<file path="src/hdl/thr_cfg.svh">
`ifndef THR_CFG_SVH
`define THR_CFG_SVH
// Function
// - start threshold at 35h gates conversion start
// - threshold exponent fixed zero, one volt step
// - threshold bits 10:4 read as zero
// - threshold mantissa writable, restored from memory
// - start mantissa decodes to its volt table
// - stop mantissa decodes to its volt table
// - undervoltage flag masked until first start crossing
// - enable toggles and store/restore keep mask
// - stop threshold at 36h stops, sets flag
// - signed offset at 39h added to current
// - negative current result clamps to zero
// - offset exponent fixed minus two, quarter amp
// - offset bits 10:4 copy mantissa sign
// - offset mantissa spans plus 1.75 to minus 2

// -------------------------------------------------------------
// command codes
// -------------------------------------------------------------
`define CMD_START 8'h35
`define CMD_STOP 8'h36
`define CMD_OFFSET 8'h39

// -------------------------------------------------------------
// word layout and fixed field values
// -------------------------------------------------------------
`define EXP_LSB 11
`define EXP_MSB 15
`define FILL_LSB 4
`define FILL_MSB 10
`define MAN_MSB 3
`define EXP_VOLT 5'h00
`define EXP_QUART 5'h1e
`define FILL_ZERO 7'h00
`define MAN_RST 4'h0
`define RD_NONE 16'h0000

// -------------------------------------------------------------
// mantissa breakpoints of the decode tables
// -------------------------------------------------------------
`define MAN_TOP 4'ha
`define MAN_SIX 4'h6
`define MAN_MID 4'h5
`define MAN_LOW 4'h3

// -------------------------------------------------------------
// decoded thresholds in tenths of a volt
// -------------------------------------------------------------
`define DV_PER_VOLT 8'h0a
`define DV_HALF 8'h05
`define DV_ON_MAX 8'h64
`define DV_ON_MID 8'h26
`define DV_ON_LOW 8'h19
`define DV_OFF_MAX 8'h5f
`define DV_OFF_FIVE 8'h2a
`define DV_OFF_MID 8'h24
`define DV_OFF_LOW 8'h17

`endif

</file>
<file path="src/hdl/thr_pkg.sv">
package thr_pkg;

    // -------------------------------------------------------------
    // register access request, one command per cycle
    // -------------------------------------------------------------
    typedef struct packed {
        logic wr; // write strobe, one cycle
        logic rd; // read strobe, one cycle
        logic [7:0] cmd; // command code
        logic [15:0] data; // write word
    } reg_req_s;

    // image restored from non-volatile memory
    typedef struct packed {
        logic [3:0] start_man;
        logic [3:0] stop_man;
        logic [3:0] off_man;
    } nvm_img_s;

    // conversion state
    typedef enum logic {
        CONV_OFF = 1'b0,
        CONV_ON = 1'b1
    } conv_state_e;

    // voltage in tenths of a volt
    typedef logic [7:0] decivolt_t;

endpackage : thr_pkg

</file>
<file path="src/hdl/input_threshold_and_current_offset_regs.sv">
`timescale 1ns/1ps
`default_nettype none
`include "thr_cfg.svh"

module input_threshold_and_current_offset_regs
    import thr_pkg::*;
#(
    parameter int IW = 12 // current width, quarter-amp counts
)(
    input wire logic clock_i,
    input wire logic rst_n_i,
    input wire reg_req_s req_i, // register access
    input wire nvm_img_s nvm_i, // restore image
    input wire logic nvm_restore_i, // one-cycle restore pulse
    input wire logic nvm_store_i, // one-cycle store pulse
    input wire logic enable_pin_i, // asynchronous enable pin
    input wire decivolt_t vin_dv_i, // sensed input, 0.1 V units
    input wire logic [IW-1:0] iout_meas_i, // measured current
    input wire logic uv_clear_i, // clears the flag
    output logic [15:0] rd_data_o,
    output logic rd_ack_o,
    output logic conv_on_o,
    output logic uv_flag_o,
    output logic uv_masked_o,
    output decivolt_t start_dv_o,
    output decivolt_t stop_dv_o,
    output logic [IW-1:0] iout_rpt_o
);

    // -------------------------------------------------------------
    // reset release and pin synchroniser
    // -------------------------------------------------------------
    logic rst_q1_r; // first release stage
    logic rst_n_r; // released reset used by all logic
    logic en_q1_r; // first enable stage, read by en_r only
    logic en_r; // synchronised enable

    // release is synchronous so no flop leaves reset on its own edge
    always_ff @(posedge clock_i or negedge rst_n_i) begin
        if (!rst_n_i) begin
            rst_q1_r <= 1'b0;
            rst_n_r <= 1'b0;
        end else begin
            rst_q1_r <= 1'b1;
            rst_n_r <= rst_q1_r;
        end
    end

    // enable pin arrives from outside the clock domain
    always_ff @(posedge clock_i or negedge rst_n_r) begin
        if (!rst_n_r) begin
            en_q1_r <= 1'b0;
            en_r <= 1'b0;
        end else begin
            en_q1_r <= enable_pin_i;
            en_r <= en_q1_r;
        end
    end

    // -------------------------------------------------------------
    // writable mantissas
    // -------------------------------------------------------------
    logic [3:0] start_man_r; // start threshold mantissa
    logic [3:0] stop_man_r; // stop threshold mantissa
    logic [3:0] off_man_r; // signed offset mantissa
    logic wr_start; // write hits start register
    logic wr_stop; // write hits stop register
    logic wr_off; // write hits offset register

    assign wr_start = req_i.wr && (req_i.cmd == `CMD_START);
    assign wr_stop = req_i.wr && (req_i.cmd == `CMD_STOP);
    assign wr_off = req_i.wr && (req_i.cmd == `CMD_OFFSET);

    // only bits 3:0 are kept; upper bits of the write word are dropped
    // a host write in the restore cycle wins, being the newer value
    always_ff @(posedge clock_i or negedge rst_n_r) begin
        if (!rst_n_r) begin
            start_man_r <= `MAN_RST;
            stop_man_r <= `MAN_RST;
            off_man_r <= `MAN_RST;
        end else begin
            if (nvm_restore_i) begin
                start_man_r <= nvm_i.start_man;
                stop_man_r <= nvm_i.stop_man;
                off_man_r <= nvm_i.off_man;
            end
            if (wr_start) begin
                start_man_r <= req_i.data[`MAN_MSB:0];
            end
            if (wr_stop) begin
                stop_man_r <= req_i.data[`MAN_MSB:0];
            end
            if (wr_off) begin
                off_man_r <= req_i.data[`MAN_MSB:0];
            end
        end
    end

    // -------------------------------------------------------------
    // register read path
    // -------------------------------------------------------------
    logic [15:0] rd_word; // word selected by the command

    // fixed fields are rebuilt on every read, never stored
    always_comb begin
        case (req_i.cmd)
            `CMD_START: begin
                rd_word = {`EXP_VOLT, `FILL_ZERO, start_man_r};
            end
            `CMD_STOP: begin
                rd_word = {`EXP_VOLT, `FILL_ZERO, stop_man_r};
            end
            `CMD_OFFSET: begin
                rd_word = {`EXP_QUART, {7{off_man_r[`MAN_MSB]}}, off_man_r};
            end
            default: begin
                rd_word = `RD_NONE; // unknown code reads as zero
            end
        endcase
    end

    // read answer one cycle after the strobe
    always_ff @(posedge clock_i or negedge rst_n_r) begin
        if (!rst_n_r) begin
            rd_data_o <= `RD_NONE;
            rd_ack_o <= 1'b0;
        end else begin
            rd_ack_o <= req_i.rd;
            if (req_i.rd) begin
                rd_data_o <= rd_word;
            end
        end
    end

    // -------------------------------------------------------------
    // threshold decode
    // -------------------------------------------------------------
    decivolt_t start_dv; // decoded start level
    decivolt_t stop_dv; // decoded stop level

    threshold_decode u_start_dec (
        .man_i(start_man_r),
        .stop_tbl_i(1'b0),
        .dv_o(start_dv)
    );

    threshold_decode u_stop_dec (
        .man_i(stop_man_r),
        .stop_tbl_i(1'b1),
        .dv_o(stop_dv)
    );

    // registered copies drive both the ports and the comparators
    always_ff @(posedge clock_i or negedge rst_n_r) begin
        if (!rst_n_r) begin
            start_dv_o <= `DV_ON_LOW;
            stop_dv_o <= `DV_OFF_LOW;
        end else begin
            start_dv_o <= start_dv;
            stop_dv_o <= stop_dv;
        end
    end

    // -------------------------------------------------------------
    // conversion control
    // -------------------------------------------------------------
    conv_state_e state_r; // conversion state
    conv_state_e state_nxt; // next conversion state
    logic above_start; // input reached start level
    logic below_stop; // input under stop level
    logic uv_event; // unmasked undervoltage stop

    assign above_start = vin_dv_i >= start_dv_o;
    assign below_stop = vin_dv_i < stop_dv_o;
    assign uv_event = (state_r == CONV_ON) && en_r && below_stop && !uv_masked_o;

    // stop above start is not checked; nothing warns the host of chatter
    always_comb begin
        state_nxt = state_r;
        case (state_r)
            CONV_OFF: begin
                if (en_r && above_start) begin
                    state_nxt = CONV_ON;
                end
            end
            CONV_ON: begin
                if (!en_r || below_stop) begin
                    state_nxt = CONV_OFF;
                end
            end
            default: begin
                state_nxt = CONV_OFF;
            end
        endcase
    end

    // state and its output copy move together
    always_ff @(posedge clock_i or negedge rst_n_r) begin
        if (!rst_n_r) begin
            state_r <= CONV_OFF;
            conv_on_o <= 1'b0;
        end else begin
            state_r <= state_nxt;
            conv_on_o <= (state_nxt == CONV_ON);
        end
    end

    // -------------------------------------------------------------
    // undervoltage mask and flag
    // -------------------------------------------------------------
    // mask is set only by reset; enable and memory pulses never touch it
    always_ff @(posedge clock_i or negedge rst_n_r) begin
        if (!rst_n_r) begin
            uv_masked_o <= 1'b1;
        end else if (vin_dv_i > start_dv_o) begin
            uv_masked_o <= 1'b0;
        end
    end

    // sticky flag; a new event in the clear cycle wins
    always_ff @(posedge clock_i or negedge rst_n_r) begin
        if (!rst_n_r) begin
            uv_flag_o <= 1'b0;
        end else if (uv_event) begin
            uv_flag_o <= 1'b1;
        end else if (uv_clear_i) begin
            uv_flag_o <= 1'b0;
        end
    end

    // -------------------------------------------------------------
    // current report with offset
    // -------------------------------------------------------------
    logic signed [IW+1:0] iout_sum; // measured plus signed offset
    logic [IW-1:0] iout_clip; // clamped result

    assign iout_sum = $signed({2'b00, iout_meas_i})
        + $signed({{(IW-2){off_man_r[`MAN_MSB]}}, off_man_r});

    // upper end saturates too, so a full-scale reading never wraps
    always_comb begin
        if (iout_sum < 0) begin
            iout_clip = '0;
        end else if (iout_sum[IW]) begin
            iout_clip = '1;
        end else begin
            iout_clip = iout_sum[IW-1:0];
        end
    end

    always_ff @(posedge clock_i or negedge rst_n_r) begin
        if (!rst_n_r) begin
            iout_rpt_o <= '0;
        end else begin
            iout_rpt_o <= iout_clip;
        end
    end
endmodule : input_threshold_and_current_offset_regs
`default_nettype wire

</file>
<file path="src/hdl/threshold_decode.sv">
`timescale 1ns/1ps
`default_nettype none
`include "thr_cfg.svh"

// maps a 4-bit threshold mantissa to tenths of a volt
module threshold_decode
    import thr_pkg::*;
(
    input wire logic [3:0] man_i,
    input wire logic stop_tbl_i,
    output decivolt_t dv_o
);

    // -------------------------------------------------------------
    // table lookup
    // -------------------------------------------------------------
    // mantissa is treated as unsigned: the tables cover 0..15
    always_comb begin
        if (!stop_tbl_i) begin
            if (man_i >= `MAN_TOP) begin
                dv_o = `DV_ON_MAX;
            end else if (man_i >= `MAN_MID) begin
                dv_o = 8'({4'h0, man_i} * `DV_PER_VOLT);
            end else if (man_i >= `MAN_LOW) begin
                dv_o = `DV_ON_MID;
            end else begin
                dv_o = `DV_ON_LOW;
            end
        end else begin
            if (man_i >= `MAN_TOP) begin
                dv_o = `DV_OFF_MAX;
            end else if (man_i >= `MAN_SIX) begin
                // half a volt under the whole volt figure
                dv_o = 8'({4'h0, man_i} * `DV_PER_VOLT - `DV_HALF);
            end else if (man_i == `MAN_MID) begin
                dv_o = `DV_OFF_FIVE;
            end else if (man_i >= `MAN_LOW) begin
                dv_o = `DV_OFF_MID;
            end else begin
                dv_o = `DV_OFF_LOW;
            end
        end
    end

endmodule : threshold_decode
`default_nettype wire

</file>
<file path="config.mk">
export PLATFORM = sky130hd
export DESIGN_NAME = input_threshold_and_current_offset_regs
export DESIGN_NICKNAME = d
export VERILOG_FILES = /design/src/hdl/thr_pkg.sv /design/src/hdl/input_threshold_and_current_offset_regs.sv /design/src/hdl/threshold_decode.sv
export VERILOG_INCLUDE_DIRS = /design/src /design/src/hdl
export SDC_FILE = /design/constraint.sdc
export NUM_CORES = 1
export LEC_CHECK = 0
export ABC_CLOCK_PERIOD_IN_PS = 3900
export BUFFER_PORTS_ARGS = -buffer_cell sky130_fd_sc_hd__buf_2
export CORE_UTILIZATION = 56
export DETAILED_ROUTE_END_ITERATION = 6
export GPL_TIMING_DRIVEN = 1
export PLACE_DENSITY = 0.95
export SETUP_SLACK_MARGIN = 0.05
export SYNTH_ARGS = -nofsm -noshare
export SYNTH_HDL_FRONTEND = slang
export SYNTH_SLANG_ARGS = --single-unit
</file>
<file path="constraint.sdc">
create_clock -name clock_i -period 3.9 [get_ports clock_i]
set_clock_uncertainty 0.15 [all_clocks]
set_input_delay 0.39 -clock clock_i [delete_from_list [all_inputs] [get_ports clock_i]]
set_output_delay 0.39 -clock clock_i [all_outputs]
set_load 0.005 [all_outputs]
</file>
==> impl_metrics.ini <==
[grt]
antenna_found_initial = 0
grt.overflow.total = 0
grt_pass1_vias = 2949
grt_pass1_wl_um = 13600
grt_max_degree = 53
grt.total_usage_pct = 26.9

[worst_setup_path]
worstRegToRegCells = 7
cp.required_ps = 3970
cp.arrival_ps = 3160
cp_max_fo = 17
r2r_start = stop_man_r[1]$_DFFE_PN0P_
critical_path_class = reg2reg
r2r-end = stop_dv_o[7]$_DFF_PN0_
startpoint_type = register
endpoint_kind = register
r2r_slack_ps = 810

[detailed_routing]
drt_iter0_drc = 249
vias = 3145
drc = 0
final_antenna_net_count = 0
drt-wirelength-per-cell_um = 15.5
drt-vias-per-instance = 5.80
wirelength_um = 8430
firstDrtPassIters = 6

[sta]
hold_slack_ps = 19.0
relSlewSlack_pct = 22.7
period_minus_slack_ps = 3090
slew_viol_final = 0
timing.final.ws_setup_ps = 810
finalSetupViolations = 0
hold_violations = 0
fmax_ghz = 0.324
period_share_pct = 79.2
worst_pin_slew_ps = 1160
rsz0062_at_grt = no
tns_ps = 0

[clock_tree]
clockBufferDepth = 2
cts_buffers = 5
h-tree-depth = 2
path_clk_slew_ps = 100
clockRootBuffer = clkbuf_8
clock_latency_ps = 310
holdBufCountCts = 1
cts_sinks = 54
cts_resized = 0
cts_tree = yes
post_cts_buffers = 0

[layout]
finalNetCount = 572
antennaDiodeCount = 0
area_growth_pct = 15.8
fin_util_pct = 69.1
drive_gt1_share_pct = 28.5

[power]
power_uw = 1650
vdd_drop_max_uv = 228
power.density_nw_per_um2 = 394
total_leakage_power_uw = 0.00213

[status]
status = finished clean

[die]
io_pins = 112
die_w_um = 82.4
core_um2 = 6060
die_y_um = 82.4
initial_core_util_pct = 59.7
num_rows = 28
die_area_um2 = 6780

[synthesis]
synth_cell_types = 53
synth_area_per_cell_um2 = 9.49
synth_seq_cells = 54
synth_edf_count = 0
synth_ff_type = dfrtp_1
yosysSeqAreaShare_pct = 37.6
async_flop_share_pct = 100
yosysWarnings = 0
synthCells = 381
synth_nets = 487
syn-cell-area_um2 = 3620

[placement]
io_buffers = 97
place.gp.congestion = 0.903
place_hpwl_um = 6480
place_ws_ps = 829

[worst_hold_path]
hold_class = in2reg
whs_endpoint = en_q1_r$_DFF_PN0_
whs_path_depth = 1
worstHoldStart = enable_pin_i

[job]
drv_cap = 0
-- layout by cell type (no fill, tap or decap), types with 2 or more instances in the layout --
cell type	synthesis	final
clkinv_4	0	2
ha_1	39	39
xnor2_1	6	6
nand4_1	6	6
nand2_1	18	18
mux2i_1	15	15
xor2_1	9	9
o2111ai_1	3	3
o21ai_0	15	15
inv_1	37	37
o32ai_1	2	2
conb_1	2	2
nand3_1	4	4
a21oi_1	45	45
a222oi_1	4	4
clkbuf_8	0	6
nor2_1	31	31
fa_1	3	3
dfstp_2	8	8
or3_1	3	3
buf_2	0	97
o22ai_1	5	5
nor3_1	2	2
a31oi_1	3	3
nor3b_1	3	3
nand3b_1	2	2
dfrtp_1	46	45
o31ai_1	2	2
a21o_1	9	9
nor2b_1	5	5
nand2b_1	4	4
a21oi_2	9	9
-- flip-flops by register name, summed over array words and instances, names as in the netlist --
| name | count |
|---|---|
| en_q1_r | 1 |
| rst_n_r | 1 |
| rst_q1_r | 1 |
| start_dv_o | 8 |
| start_man_r | 4 |
| iout_rpt_o | 12 |
| rd_data_o | 6 |
| off_man_r | 4 |
| state_r | 1 |
| uv_masked_o | 1 |
| stop_dv_o | 8 |
| rd_ack_o | 1 |
| en_r | 1 |
| stop_man_r | 4 |
| uv_flag_o | 1 |
-- cells in the mapped netlist, types with 4 or more instances --
library cell,instances,share of area (%)
dfrtp_1,46,32
a21oi_1,45,6.2
ha_1,39,13
inv_1,37,3.8
nor2_1,31,3.2
nand2_1,18,1.9
mux2i_1,15,4.2
o21ai_0,15,2.1
buf_4,11,2.3
a21o_1,9,1.9
a21oi_2,9,2.2
xor2_1,9,2.2
dfstp_2,8,5.8
clkbuf_1,6,0.62
nand4_1,6,1.0
xnor2_1,6,1.5
nor2b_1,5,0.86
o22ai_1,5,0.86
a222oi_1,4,1.1
nand2b_1,4,0.69
nand3_1,4,0.55
-- how the worst max path moves through the flow --
| stage | from | to | slack (ps) | depth (start not counted) |
|---|---|---|---|---|
| after detailed placement | stop_man_r[3]$_DFFE_PN0P_ | stop_dv_o[7]$_DFF_PN0_ | 830 | 7 |
| final | stop_man_r[1]$_DFFE_PN0P_ | stop_dv_o[7]$_DFF_PN0_ | 810 | 7 |
| after CTS | stop_man_r[3]$_DFFE_PN0P_ | stop_dv_o[7]$_DFF_PN0_ | 810 | 7 |
| after floorplan | stop_man_r[1]$_DFFE_PN0P_ | stop_dv_o[7]$_DFF_PN0_ | 1170 | 7 |
| after global routing | stop_man_r[1]$_DFFE_PN0P_ | stop_dv_o[7]$_DFF_PN0_ | 610 | 7 |
| after global placement | stop_man_r[3]$_DFFE_PN0P_ | stop_dv_o[7]$_DFF_PN0_ | 890 | 7 |
-- critical path, cell delays in order (launching register included) --
cell and delay (ps):
dfrtp_1 700, ha_1 330, ha_1 220, fa_1 440, or3_1 400, or3_1 390, xnor2_1 140, o32ai_1 210
-- cell type report --
class,instances,area [um2]
flip-flops and latches,54,1360
well taps,75,93.8
fillers,444,1870
clock inverters,2,17.5
repair buffers,99,503
multi-input cells,269,1990
inverters,37,139
clock buffers,6,82.6
-- power by group --
part | leakage, uW | total [uW] | switching, uW | internal (uW)
combinational | 0.00143 | 578 | 312 | 266
clock | 0.0000514 | 339 | 193 | 147
sequential | 0.000652 | 732 | 81.0 | 651
-- stage by stage --
stage          cell area (um2)  std cells
2_1_floorplan             3620        381
3_3_place_gp              4080        533
3_5_place_dp              4080        533
4_1_cts                   4190        542
5_1_grt                   4190        542
6_report                  4190        542
-- logic make-up (layout without fill, tap and decap cells) --
| family | count (synthesis) | count (layout) | share of synthesized area (%) |
|---|---|---|---|
| xor+xnor | 15 | 15 | 3.63 |
| simple gates | 85 | 85 | 11.8 |
| other cells | 2 | 2 | 0.208 |
| compound gates | 109 | 109 | 19.8 |
| flops | 54 | 54 | 37.6 |
| mux | 16 | 16 | 4.46 |
| fa+ha+maj | 42 | 42 | 15.2 |
| buf+inv | 58 | 144 | 7.37 |
-- layer usage --
layer  up-vias  global-route usage, %  wire length [um]
li1       1510                      -                 -
met1      1477                   32.2              3440
met2       137                   46.7              4280
met3        21                   5.60               476
met4         0                   11.8               227
met5         -                      0                 0
No activity file was read; power rests on OpenSTA's default activity.
